<file path="config.mk">
export PLATFORM = sky130hd
export DESIGN_NAME = oafr_top
export DESIGN_NICKNAME = d
export VERILOG_FILES = /design/src/logic/oafr_pkg.sv /design/src/logic/oafr_top.sv
export VERILOG_INCLUDE_DIRS = /design/src /design/src/logic
export SDC_FILE = /design/constraint.sdc
export NUM_CORES = 1
export LEC_CHECK = 0
export BUFFER_PORTS_ARGS = -buffer_cell sky130_fd_sc_hd__buf_2
export CORE_MARGIN = 2
export CORE_UTILIZATION = 60
export CTS_CLUSTER_DIAMETER = 30
export CTS_CLUSTER_SIZE = 20
export DETAILED_ROUTE_END_ITERATION = 12
export HOLD_SLACK_MARGIN = 0.1
export PLACE_DENSITY_LB_ADDON = 0.25
export SYNTH_ARGS = -nofsm -noshare
export SYNTH_HDL_FRONTEND = slang
export SYNTH_SLANG_ARGS = --single-unit
</file>
<file path="constraint.sdc">
create_clock -name ref_clk -period 6.85 [get_ports ref_clk]
set_input_delay 0.3425 -clock ref_clk [delete_from_list [all_inputs] [get_ports ref_clk]]
set_output_delay 0.3425 -clock ref_clk [all_outputs]
set_load 0.02 [all_outputs]
</file>
<file path="src/logic/oafr_params.svh">
/*
 Timing, field and reset constants for the overload alarm and fault relay block.
 Assumes ref_clk at 25 MHz and APB byte addressing with one aligned word per register.
*/
`ifndef OAFR_PARAMS_SVH
`define OAFR_PARAMS_SVH
`define OAFR_CLK_HZ          25000000
`define OAFR_TICK_MS         1
`define OAFR_TICK_CYC        ((`OAFR_CLK_HZ / 1000) * `OAFR_TICK_MS)
`define OAFR_OFF_WARN        12'h000
`define OAFR_OFF_TRIP        12'h004
`define OAFR_OFF_RELAY       12'h008
`define OAFR_OFF_STATUS      12'h00c
`define OAFR_OFF_IRQ_STAT    12'h010
`define OAFR_OFF_IRQ_EN      12'h014
`define OAFR_OFF_IRQ_CLR     12'h018
`define OAFR_OFF_MFO_SEL     12'h01c
`define OAFR_WARN_LVL_RST    8'd150
`define OAFR_WARN_TIME_RST   6'd10
`define OAFR_TRIP_LVL_RST    8'd180
`define OAFR_TRIP_TIME_RST   6'd60
`define OAFR_TRIP_EN_RST     1'b1
`define OAFR_RELAY_RST       3'b011
`define OAFR_LVL_MIN         8'd30
`define OAFR_LVL_MAX         8'd250
`define OAFR_WARN_TIME_MAX   6'd30
`define OAFR_TRIP_TIME_MAX   6'd60
`define OAFR_MFO_OVERLOAD    5'd16
`define OAFR_MFO_STOP        5'd17
`define OAFR_MFO_STEADY      5'd18
`endif

</file>
<file path="src/logic/oafr_pkg.sv">
/*
 Types for the overload alarm and fault relay block.
 Assumes oafr_params.svh holds the numeric constants.
*/
package oafr_pkg;
  typedef struct packed {
    logic        psel;
    logic        penable;
    logic        pwrite;
    logic [11:0] paddr;
    logic [31:0] pwdata;
  } oafr_apb_req_t;

  typedef struct packed {
    logic [31:0] prdata;
    logic        pready;
    logic        pslverr;
  } oafr_apb_rsp_t;

  typedef struct packed {
    logic running;
    logic accel;
    logic decel;
    logic uv_trip;
    logic other_trip;
    logic retry;
  } oafr_drv_state_t;

  typedef enum logic [1:0] {
    OAFR_TMR_IDLE  = 2'b00,
    OAFR_TMR_COUNT = 2'b01,
    OAFR_TMR_DONE  = 2'b10
  } oafr_tmr_state_t;
endpackage : oafr_pkg

</file>
<file path="src/logic/oafr_top.sv">
/*
 Overload warning, overload trip, status and fault relay outputs with APB registers.
 Assumes current_pct and drv_state come from logic on ref_clk as percent of rated
 motor current; the drive interprets gate_block and trip_flag.
*/
// Our own choices: the register offsets and the APB interface to the registers.
// Operation
// - Warning asserts after current stays above level beyond warning time.
// - Warning clears after current stays below level beyond warning time.
// - Overload output function drives selected output; motor keeps running.
// - Warning level 30..250 percent default 150; time 0..30 s default 10.
// - Stop output active while inverter stays stopped.
// - Steady output active only at constant running speed.
// - Three-bit relay mode, default 011, selects relay fault sources.
// - Mode bit 0 gates relay on undervoltage trip.
// - Mode bit 1 gates relay on any other trip.
// - Mode bit 2 gates relay on auto-retry attempts.
// - Enabled trip blocks gating after current above trip level for trip time.
// - Trip level 30..250 percent; time 0..60 s; trip enabled by default.
`timescale 1ns/1ps
`include "oafr_params.svh"

module oafr_top #(
  parameter int TICK_CYC = `OAFR_TICK_CYC
) (
  input  wire logic                     ref_clk,        // 25 MHz clock
  input  wire logic                     resetn,         // Async reset, active low
  input  wire oafr_pkg::oafr_apb_req_t  apb_req,        // APB request
  output logic                          prdata_valid,   // Unused-free marker, mirrors pready
  output oafr_pkg::oafr_apb_rsp_t       apb_rsp,        // APB response
  input  wire logic [7:0]               current_pct,    // Output current, % of rated
  input  wire oafr_pkg::oafr_drv_state_t drv_state,     // Drive run/trip state
  output logic                          open_collector_output, // Selected status output
  output logic                          overload_warn,  // Overload warning level
  output logic                          stop_status,    // Inverter stopped
  output logic                          steady_status,  // Constant speed
  output logic                          fault_relay,    // Fault relay coil
  output logic                          gate_block,     // Block power-switch gating
  output logic                          trip_flag,      // Overload trip raised
  output logic                          irq             // Level interrupt
);
  import oafr_pkg::*;

  logic [7:0]  warn_lvl_reg;
  logic [5:0]  warn_time_reg;
  logic [7:0]  trip_lvl_reg;
  logic [5:0]  trip_time_reg;
  logic        trip_en_reg;
  logic [2:0]  relay_mode_reg;
  logic [4:0]  mfo_sel_reg;
  logic [2:0]  irq_stat_reg;
  logic [2:0]  irq_en_reg;
  logic [31:0] tick_cnt_reg;
  logic        tick;
  logic [15:0] warn_on_cnt_reg;
  logic [15:0] warn_off_cnt_reg;
  logic [15:0] trip_cnt_reg;
  logic        warn_reg;
  logic        trip_reg;
  logic        relay_next;
  logic        mfo_next;
  logic        bus_wr;
  logic        bus_rd;
  logic        wr_clr;
  logic [31:0] rdata_next;
  logic        addr_ok;
  logic [15:0] warn_lim;
  logic [15:0] trip_lim;
  logic        above_warn;
  logic        above_trip;
  logic        warn_rise;
  logic        trip_rise;

  // Tick of one millisecond; all overload durations count in ticks
  always_ff @(posedge ref_clk or negedge resetn) begin
    if (!resetn) begin
      tick_cnt_reg <= 32'h0000_0000;
    end else if (tick) begin
      tick_cnt_reg <= 32'h0000_0000;
    end else begin
      tick_cnt_reg <= tick_cnt_reg + 32'h0000_0001;
    end
  end
  assign tick = (tick_cnt_reg == 32'(TICK_CYC - 1));

  assign warn_lim   = 16'(warn_time_reg) * 16'd1000;
  assign trip_lim   = 16'(trip_time_reg) * 16'd1000;
  assign above_warn = (current_pct > warn_lvl_reg);
  assign above_trip = (current_pct > trip_lvl_reg);

  // Warning set/clear durations; each restarts when its condition breaks
  always_ff @(posedge ref_clk or negedge resetn) begin
    if (!resetn) begin
      warn_on_cnt_reg  <= 16'h0000;
      warn_off_cnt_reg <= 16'h0000;
      warn_reg         <= 1'b0;
    end else begin
      if (!above_warn || warn_reg) begin
        warn_on_cnt_reg <= 16'h0000;
      end else if (tick) begin
        warn_on_cnt_reg <= warn_on_cnt_reg + 16'h0001;
      end
      if (above_warn || !warn_reg) begin
        warn_off_cnt_reg <= 16'h0000;
      end else if (tick) begin
        warn_off_cnt_reg <= warn_off_cnt_reg + 16'h0001;
      end
      // Strictly longer than the set time: count must pass the limit
      if (!warn_reg && above_warn && tick && warn_on_cnt_reg >= warn_lim) begin
        warn_reg <= 1'b1;
      end else if (warn_reg && !above_warn && tick && warn_off_cnt_reg >= warn_lim) begin
        warn_reg <= 1'b0;
      end
    end
  end
  assign warn_rise = !warn_reg && above_warn && tick && (warn_on_cnt_reg >= warn_lim);

  // Trip is latched; only reset clears it since restart is the drive's business
  always_ff @(posedge ref_clk or negedge resetn) begin
    if (!resetn) begin
      trip_cnt_reg <= 16'h0000;
      trip_reg     <= 1'b0;
    end else begin
      if (!above_trip || !trip_en_reg) begin
        trip_cnt_reg <= 16'h0000;
      end else if (tick && trip_cnt_reg < trip_lim) begin
        trip_cnt_reg <= trip_cnt_reg + 16'h0001;
      end
      if (trip_rise) begin
        trip_reg <= 1'b1;
      end
    end
  end
  assign trip_rise = !trip_reg && trip_en_reg && above_trip && (trip_cnt_reg >= trip_lim);

  always_comb begin
    relay_next = (relay_mode_reg[0] & drv_state.uv_trip)
               | (relay_mode_reg[1] & (drv_state.other_trip | trip_reg))
               | (relay_mode_reg[2] & drv_state.retry);
    case (mfo_sel_reg)
      `OAFR_MFO_OVERLOAD: mfo_next = warn_reg;
      `OAFR_MFO_STOP:     mfo_next = !drv_state.running;
      `OAFR_MFO_STEADY:   mfo_next = drv_state.running && !drv_state.accel && !drv_state.decel;
      default:            mfo_next = 1'b0;
    endcase
  end

  always_ff @(posedge ref_clk or negedge resetn) begin
    if (!resetn) begin
      open_collector_output <= 1'b0;
      overload_warn         <= 1'b0;
      stop_status           <= 1'b0;
      steady_status         <= 1'b0;
      fault_relay           <= 1'b0;
      gate_block            <= 1'b0;
      trip_flag             <= 1'b0;
      irq                   <= 1'b0;
    end else begin
      open_collector_output <= mfo_next;
      overload_warn         <= warn_reg;
      stop_status           <= !drv_state.running;
      steady_status         <= drv_state.running && !drv_state.accel && !drv_state.decel;
      fault_relay           <= relay_next;
      gate_block            <= trip_reg;
      trip_flag             <= trip_reg;
      irq                   <= |(irq_stat_reg & irq_en_reg);
    end
  end

  // APB slave: zero wait states, error on unmapped offsets
  assign bus_wr = apb_req.psel && apb_req.penable && apb_req.pwrite;
  assign bus_rd = apb_req.psel && !apb_req.pwrite;
  assign wr_clr = bus_wr && (apb_req.paddr == `OAFR_OFF_IRQ_CLR);

  always_comb begin
    addr_ok    = 1'b1;
    rdata_next = 32'h0000_0000;
    case (apb_req.paddr)
      `OAFR_OFF_WARN:     rdata_next = {18'h0, warn_time_reg, warn_lvl_reg};
      `OAFR_OFF_TRIP:     rdata_next = {17'h0, trip_en_reg, trip_time_reg, trip_lvl_reg};
      `OAFR_OFF_RELAY:    rdata_next = {29'h0, relay_mode_reg};
      `OAFR_OFF_STATUS:   rdata_next = {27'h0, fault_relay, steady_status, stop_status,
                                        trip_reg, warn_reg};
      `OAFR_OFF_IRQ_STAT: rdata_next = {29'h0, irq_stat_reg};
      `OAFR_OFF_IRQ_EN:   rdata_next = {29'h0, irq_en_reg};
      `OAFR_OFF_IRQ_CLR:  rdata_next = 32'h0000_0000;
      `OAFR_OFF_MFO_SEL:  rdata_next = {27'h0, mfo_sel_reg};
      default:            addr_ok    = 1'b0;
    endcase
  end

  // Out-of-range settings are ignored so the stored value stays legal
  always_ff @(posedge ref_clk or negedge resetn) begin
    if (!resetn) begin
      warn_lvl_reg   <= `OAFR_WARN_LVL_RST;
      warn_time_reg  <= `OAFR_WARN_TIME_RST;
      trip_lvl_reg   <= `OAFR_TRIP_LVL_RST;
      trip_time_reg  <= `OAFR_TRIP_TIME_RST;
      trip_en_reg    <= `OAFR_TRIP_EN_RST;
      relay_mode_reg <= `OAFR_RELAY_RST;
      mfo_sel_reg    <= `OAFR_MFO_OVERLOAD;
      irq_en_reg     <= 3'b000;
    end else if (bus_wr) begin
      case (apb_req.paddr)
        `OAFR_OFF_WARN: begin
          if (apb_req.pwdata[7:0] >= `OAFR_LVL_MIN && apb_req.pwdata[7:0] <= `OAFR_LVL_MAX)
            warn_lvl_reg <= apb_req.pwdata[7:0];
          if (apb_req.pwdata[13:8] <= `OAFR_WARN_TIME_MAX)
            warn_time_reg <= apb_req.pwdata[13:8];
        end
        `OAFR_OFF_TRIP: begin
          if (apb_req.pwdata[7:0] >= `OAFR_LVL_MIN && apb_req.pwdata[7:0] <= `OAFR_LVL_MAX)
            trip_lvl_reg <= apb_req.pwdata[7:0];
          if (apb_req.pwdata[13:8] <= `OAFR_TRIP_TIME_MAX)
            trip_time_reg <= apb_req.pwdata[13:8];
          trip_en_reg <= apb_req.pwdata[14];
        end
        `OAFR_OFF_RELAY:   relay_mode_reg <= apb_req.pwdata[2:0];
        `OAFR_OFF_IRQ_EN:  irq_en_reg     <= apb_req.pwdata[2:0];
        `OAFR_OFF_MFO_SEL: mfo_sel_reg    <= apb_req.pwdata[4:0];
        default: ;
      endcase
    end
  end

  // Sticky events: set wins over a clear in the same cycle
  always_ff @(posedge ref_clk or negedge resetn) begin
    if (!resetn) begin
      irq_stat_reg <= 3'b000;
    end else begin
      irq_stat_reg <= (irq_stat_reg & ~(wr_clr ? apb_req.pwdata[2:0] : 3'b000))
                    | {relay_next & !fault_relay, trip_rise, warn_rise};
    end
  end

  always_ff @(posedge ref_clk or negedge resetn) begin
    if (!resetn) begin
      apb_rsp      <= '0;
      prdata_valid <= 1'b0;
    end else begin
      apb_rsp.pready  <= apb_req.psel && !apb_req.penable;
      apb_rsp.pslverr <= apb_req.psel && !apb_req.penable && !addr_ok;
      apb_rsp.prdata  <= (bus_rd && !apb_req.penable) ? rdata_next : 32'h0000_0000;
      prdata_valid    <= apb_req.psel && !apb_req.penable;
    end
  end
endmodule : oafr_top

</file>
# After elaboration in Yosys (flattened, before gate mapping)
# Index checks and enable logic that the tools add are counted.
[word_totals]
regBits = 166
in_bits = 63
output_inout_bits = 43
word_cells = 127
[classes]
n_addsub = 4
n_mul = 2
order_cmp = 10
eq_ne = 11
muxes = 14
bitwise_logic = 11
n_reduce_logical = 50
[ops]
columns = ["cell", "count"]
rows = [
  ["$pmux 15 s7", 1],
  ["$mux 16", 6],
  ["$mux 32", 2],
  ["$add 16x1->16 const B", 3],
  ["$eq 12x5->1 const B", 4],
  ["$ge 16x16->1", 3],
  ["$add 32x1->32 const B", 1],
  ["$eq 32x15->1 const B", 1],
  ["$mul 6x7->13 const B", 2],
  ["$eq 12x4->1 const B", 2],
  ["$logic_and 1x1->1", 20],
  ["$gt 8x8->1", 2],
  ["$lt 16x16->1", 1],
  ["$eq 5x5->1 const B", 3],
  ["$eq 12x3->1 const B", 1],
  ["$logic_not 1->1", 12],
  ["$logic_not 12->1", 1],
  ["$reduce_and 3->1", 4],
  ["$ge 8x5->1 const B", 1],
  ["$le 8x8->1 const B", 1],
  ["$reduce_and 2->1", 4],
  ["$reduce_bool 2->1", 4],
  ["$reduce_or 8->1", 1],
  ["$and 3x3->3", 2],
  ["other kinds (11)", 20],
]

# Logic depth before layout (Yosys ltp)
[depth]
word_depth = 7
mapped_depth = 21
depth_no_buf = 20

# Worst setup path after synthesis
# OpenSTA, ideal clock, no wires.
[synth_path]
path_type = "register to register"
from = "reg trip_time_reg[2]"
to = "reg trip_cnt_reg[10]"
setup_ns = 0.078
arrival_ns = 4.855
slack_ns = 1.917
stages_incl_launch_ff = 21
path_buffers = 1
period_less_slack_ns = 4.933
path_cell_list = "dfstp_2 fa_1 ha_1 fa_1 ha_1 fa_1 a21o_1 a21oi_1 o21bai_1 a21oi_1 o21bai_1 a21oi_1 xnor2_1 ha_1 nand4_1 nor2_1 a2bb2oi_2 nand4_2 buf_6 or4_1 a21oi_1"
[synth_between]
elab_chain_len = 4
[synth_lines]
columns = ["item", "line", "source"]
rows = [
  ["start, declared", "oafr_top.sv:47", "logic [5:0] trip_time_reg;"],
  ["start signal, assigned", "oafr_top.sv:198", "trip_time_reg <= `OAFR_TRIP_TIME_RST;"],
  ["start signal, assigned", "oafr_top.sv:215", "trip_time_reg <= apb_req.pwdata[13:8];"],
  ["$mul 6x7->13", "oafr_top.sv:87", "assign trip_lim = 16'(trip_time_reg) * 16'd1000;"],
  ["$lt 16x16->1", "oafr_top.sv:126", "end else if (tick && trip_cnt_reg < trip_lim) begin"],
  ["$logic_and 1x1->1", "oafr_top.sv:126", ""],
  ["$reduce_bool 2->1 (no line)", "n/a", ""],
  ["end signal, assigned", "oafr_top.sv:127", "trip_cnt_reg <= trip_cnt_reg + 16'h0001;"],
  ["end, declared", "oafr_top.sv:57", "logic [15:0] trip_cnt_reg;"],
]
# Every way passes these cells.
# A chain may end at the register's enable or synchronous reset.

# Worst setup path in the final report
[layout_path]
from = "reg trip_time_reg[2]"
to = "reg trip_cnt_reg[15]"
# Same word-level chain as after synthesis.

==> impl_metrics.yaml <==
clocking:
  cts_made_buffers: 17
  cts_max_path_buffers: 2
  cts_root_buf: "clkbuf_16"
  cts_resized: 0
  clock_latency_ns: 0.43
  clk_pin_slew_ns: 0.06
  clock_sinks: 149
  ctsHtreeMaxLevel: 4
  cts_tree: "yes"
drt:
  drtIter0Drc: 464
  drtPass1Iterations: 5
  ant_nets: 0
  vias_per_cell: 5.65
  routedWlPerCell_um: 15.6
  drc: 0
  wirelength_um: 20400
  num_vias: 7407
floorplan:
  die_h_um: 133
  rows: 47
  die_width_um: 133
  core-area_sq_um: 16400
  start_util_pct: 60.6
  die_area_sq_um: 17600
  io_pins: 106
finish:
  area_growth_pct: 10.7
  fin_nets: 1268
  insertedDiodeCount: 0
  fillerInstances: 1285
  multi_input_area_sq_um: 5620
  seq_area_sq_um: 3750
  final_design_area_no_fill_sq_um: 11000
  largest_reg_flops: 32
  drive_gt1_share_pct: 15.7
sta:
  rsz0062_at_grt: "no"
  fin_skew_ns: 0.00854
  hold_viol: 0
  timing.final.ws_setup_ns: 1.32
  final_max_slew_viol_count: 0
  fmax_mhz: 181
  finalSetupTns_ns: 0
  setup_violations: 0
  fin_crit_sh_pct: 80.7
  worst_pin_slew_ns: 1.15
  fin_crit_ns: 5.53
  slew-limit-headroom_pct: 22.6
worst_setup_path:
  path_max_fanout: 13
  cp_slowest_cell: "dfstp_2"
  worst-path-buf-inv: 0
  max_stage_delay_ns: 0.62
  crit_path_frequent_cell: "a21oi_1"
  ff2ff_path_depth: 19
  critPathTopFamily: "adder cells"
  cp_data_arrival_time_ns: 5.88
  required_ns: 7.20
  crit_path_end_kind: "register"
  worstSetupStartpointType: "register"
  crit_cells: 19
  crit_path_cell_trace: "fa_1 -> ha_1 -> fa_1 -> ha_1 -> fa_1 -> a21o_1 -> a21oi_1 -> o21bai_1 -> a21oi_1 -> o21bai_1 -> a21oi_1 -> xnor2_1 -> ha_1 -> nand4_1 -> nor2_1 -> a2bb2oi_2 -> nand4_1 -> or3_1 -> a21oi_1"
  timing_worst_setup_path_type: "register to register"
synthesis:
  syn-mean-instance-area_sq_um: 9.91
  syn_area_sq_um: 9940
  ys_seq_elements: 149
  synth_ff_type: "dfrtp_1"
  seq_area_frac_synth_pct: 37.7
  yosysTopAreaCellShare_pct: 33.0
  synth_edf_count: 0
  syn_inst: 1003
  synthArstFlopShare_pct: 100
  yosys-top-cells-area: "dfrtp_1, ha_1, fa_1"
  ys_types: 66
  yosysTopAreaCell: "dfrtp_1"
  yosysWarningCount: 0
place:
  gp_congestion: 0.814
  pre_cts_ws_ns: 1.29
  dp_hpwl_um: 14700
  port_buffers: 71
  placed_area_sq_um: 10400
run:
  drv_cap: 0
global_route:
  grt-busiest-layer: "met2"
  use_met3_pct: 4.56
  grtUsageMet1_pct: 34.9
  gr-usage-met2_pct: 39.2
  grt_overflow_total: 0
  grt_usage_pct: 24.7
  antenna_found_initial: 0
  grt_pass1_vias: 7263
  grt_max_degree: 90
  grt_pass1_wl_um: 35000
worst_hold_path:
  hp-class: "primary input to register"
  holdPathStages: 3
power:
  p_per_area_nw_per_um2: 165
  leakage_uw: 0.00527
  p_total_uw: 1820
  ir_drop_mv: 0.167
run_status:
  status: "finished, final reports clean"
==> metrics by stage <==
| stage | utilization [%] | hold slack (ns) | cells |
|---|---|---|---|
| 2_1_floorplan | - | 0.0469 | 1019 |
| 3_3_place_gp | 63.6 | 0.435 | 1274 |
| 3_5_place_dp | 63.6 | 0.444 | 1274 |
| 4_1_cts | 67.1 | 0.138 | 1310 |
| 5_1_grt | 67.1 | 0.139 | 1310 |
| 6_report | 67.1 | 0.153 | 1310 |
==> cell usage after synthesis, types with 5 or more instances <==
cell,count
dfrtp_1,131
ha_1,104
inv_1,104
nor2_1,81
nand2_1,59
a21oi_1,49
xnor2_1,45
mux2_2,36
nand3_1,36
nand4_1,29
xor2_1,28
fa_1,24
o21ai_0,24
buf_4,19
and3_1,18
dfstp_2,18
nor3_1,15
clkbuf_1,14
a21o_1,13
or3_1,12
a22oi_1,11
mux2i_1,9
o211ai_1,9
and4_1,8
nor2b_1,8
o31ai_1,8
o21bai_1,7
or4_1,7
and2_1,6
a211oi_1,5
buf_2,5
==> tightest hold or removal path, stage by stage <==
cell,delay (ns)
buf_2,0.07
a22oi_1,0.07
nand2_1,0.06
==> final timing paths <==
path	from	endpoint	slack, ns
setup / recovery	trip_time_reg[2]	trip_cnt_reg[15]	1.32
hold / removal	drv_state[0]	fault_relay	0.15
setup reg to reg	trip_time_reg[2]	trip_cnt_reg[15]	1.32
hold reg to reg	trip_reg	trip_flag	0.46
max in group asynchronous	resetn	apb_rsp[1]	5.10
min in group asynchronous	resetn	warn_off_cnt_reg[0]	0.52
==> area by class of cell <==
| type | count | share of cell area [%] |
|---|---|---|
| multi-input cells | 726 | 51.1 |
| flip-flops and latches | 149 | 34.1 |
| inverters | 104 | 3.55 |
| clock inverters | 11 | 0.739 |
| well taps | 220 | 2.50 |
| clock buffers | 21 | 4.09 |
| repair buffers | 79 | 3.92 |
==> logic make-up after synthesis <==
family / after synthesis / synth area share, %
DFF: 149 / 37.7
xor gates and xnor gates: 73 / 6.43
adders and majority gates: 129 / 18.0
and+or+nand+nor: 302 / 15.6
muxes: 47 / 5.44
AOI/OAI and AO/OA: 158 / 10.4
other: 1 / 0.0377
buffers and inverters: 144 / 6.29
==> power by group <==
group | switching, uW | total [uW] | internal (uW)
clock network | 370 | 843 | 474
logic | 62.0 | 90.0 | 28.0
registers | 1.17 | 884 | 883
==> timing repair <==
| item | CTS | global route |
|---|---|---|
| hold buffers | 4 | 0 |
| setup buffers | 0 | 0 |
| hold endpoints to repair | 85 | 0 |
==> layout by cell type (no fill, tap or decap), types with 17 or more instances in the layout <==
cell,Yosys,routed
xor2_1,28,28
nand4_1,29,29
and3_1,18,18
nand2_1,59,59
clkbuf_16,0,17
nand3_1,36,36
dfrtp_1,131,131
nor2_1,81,81
conb_1,1,17
dfstp_2,18,18
ha_1,104,104
o21ai_0,24,24
a21oi_1,49,49
xnor2_1,45,45
mux2_2,36,36
fa_1,24,24
inv_1,104,104
buf_2,5,70
==> layer usage <==
| layer | wire length (um) | up-vias |
|---|---|---|
| met2 | 9390 | 177 |
| met3 | 1010 | 20 |
| met1 | 9690 | 3572 |
| li1 | - | 3638 |
| met5 | 0 | - |
| met4 | 287 | 0 |
Power figures use the tool's default switching activity.
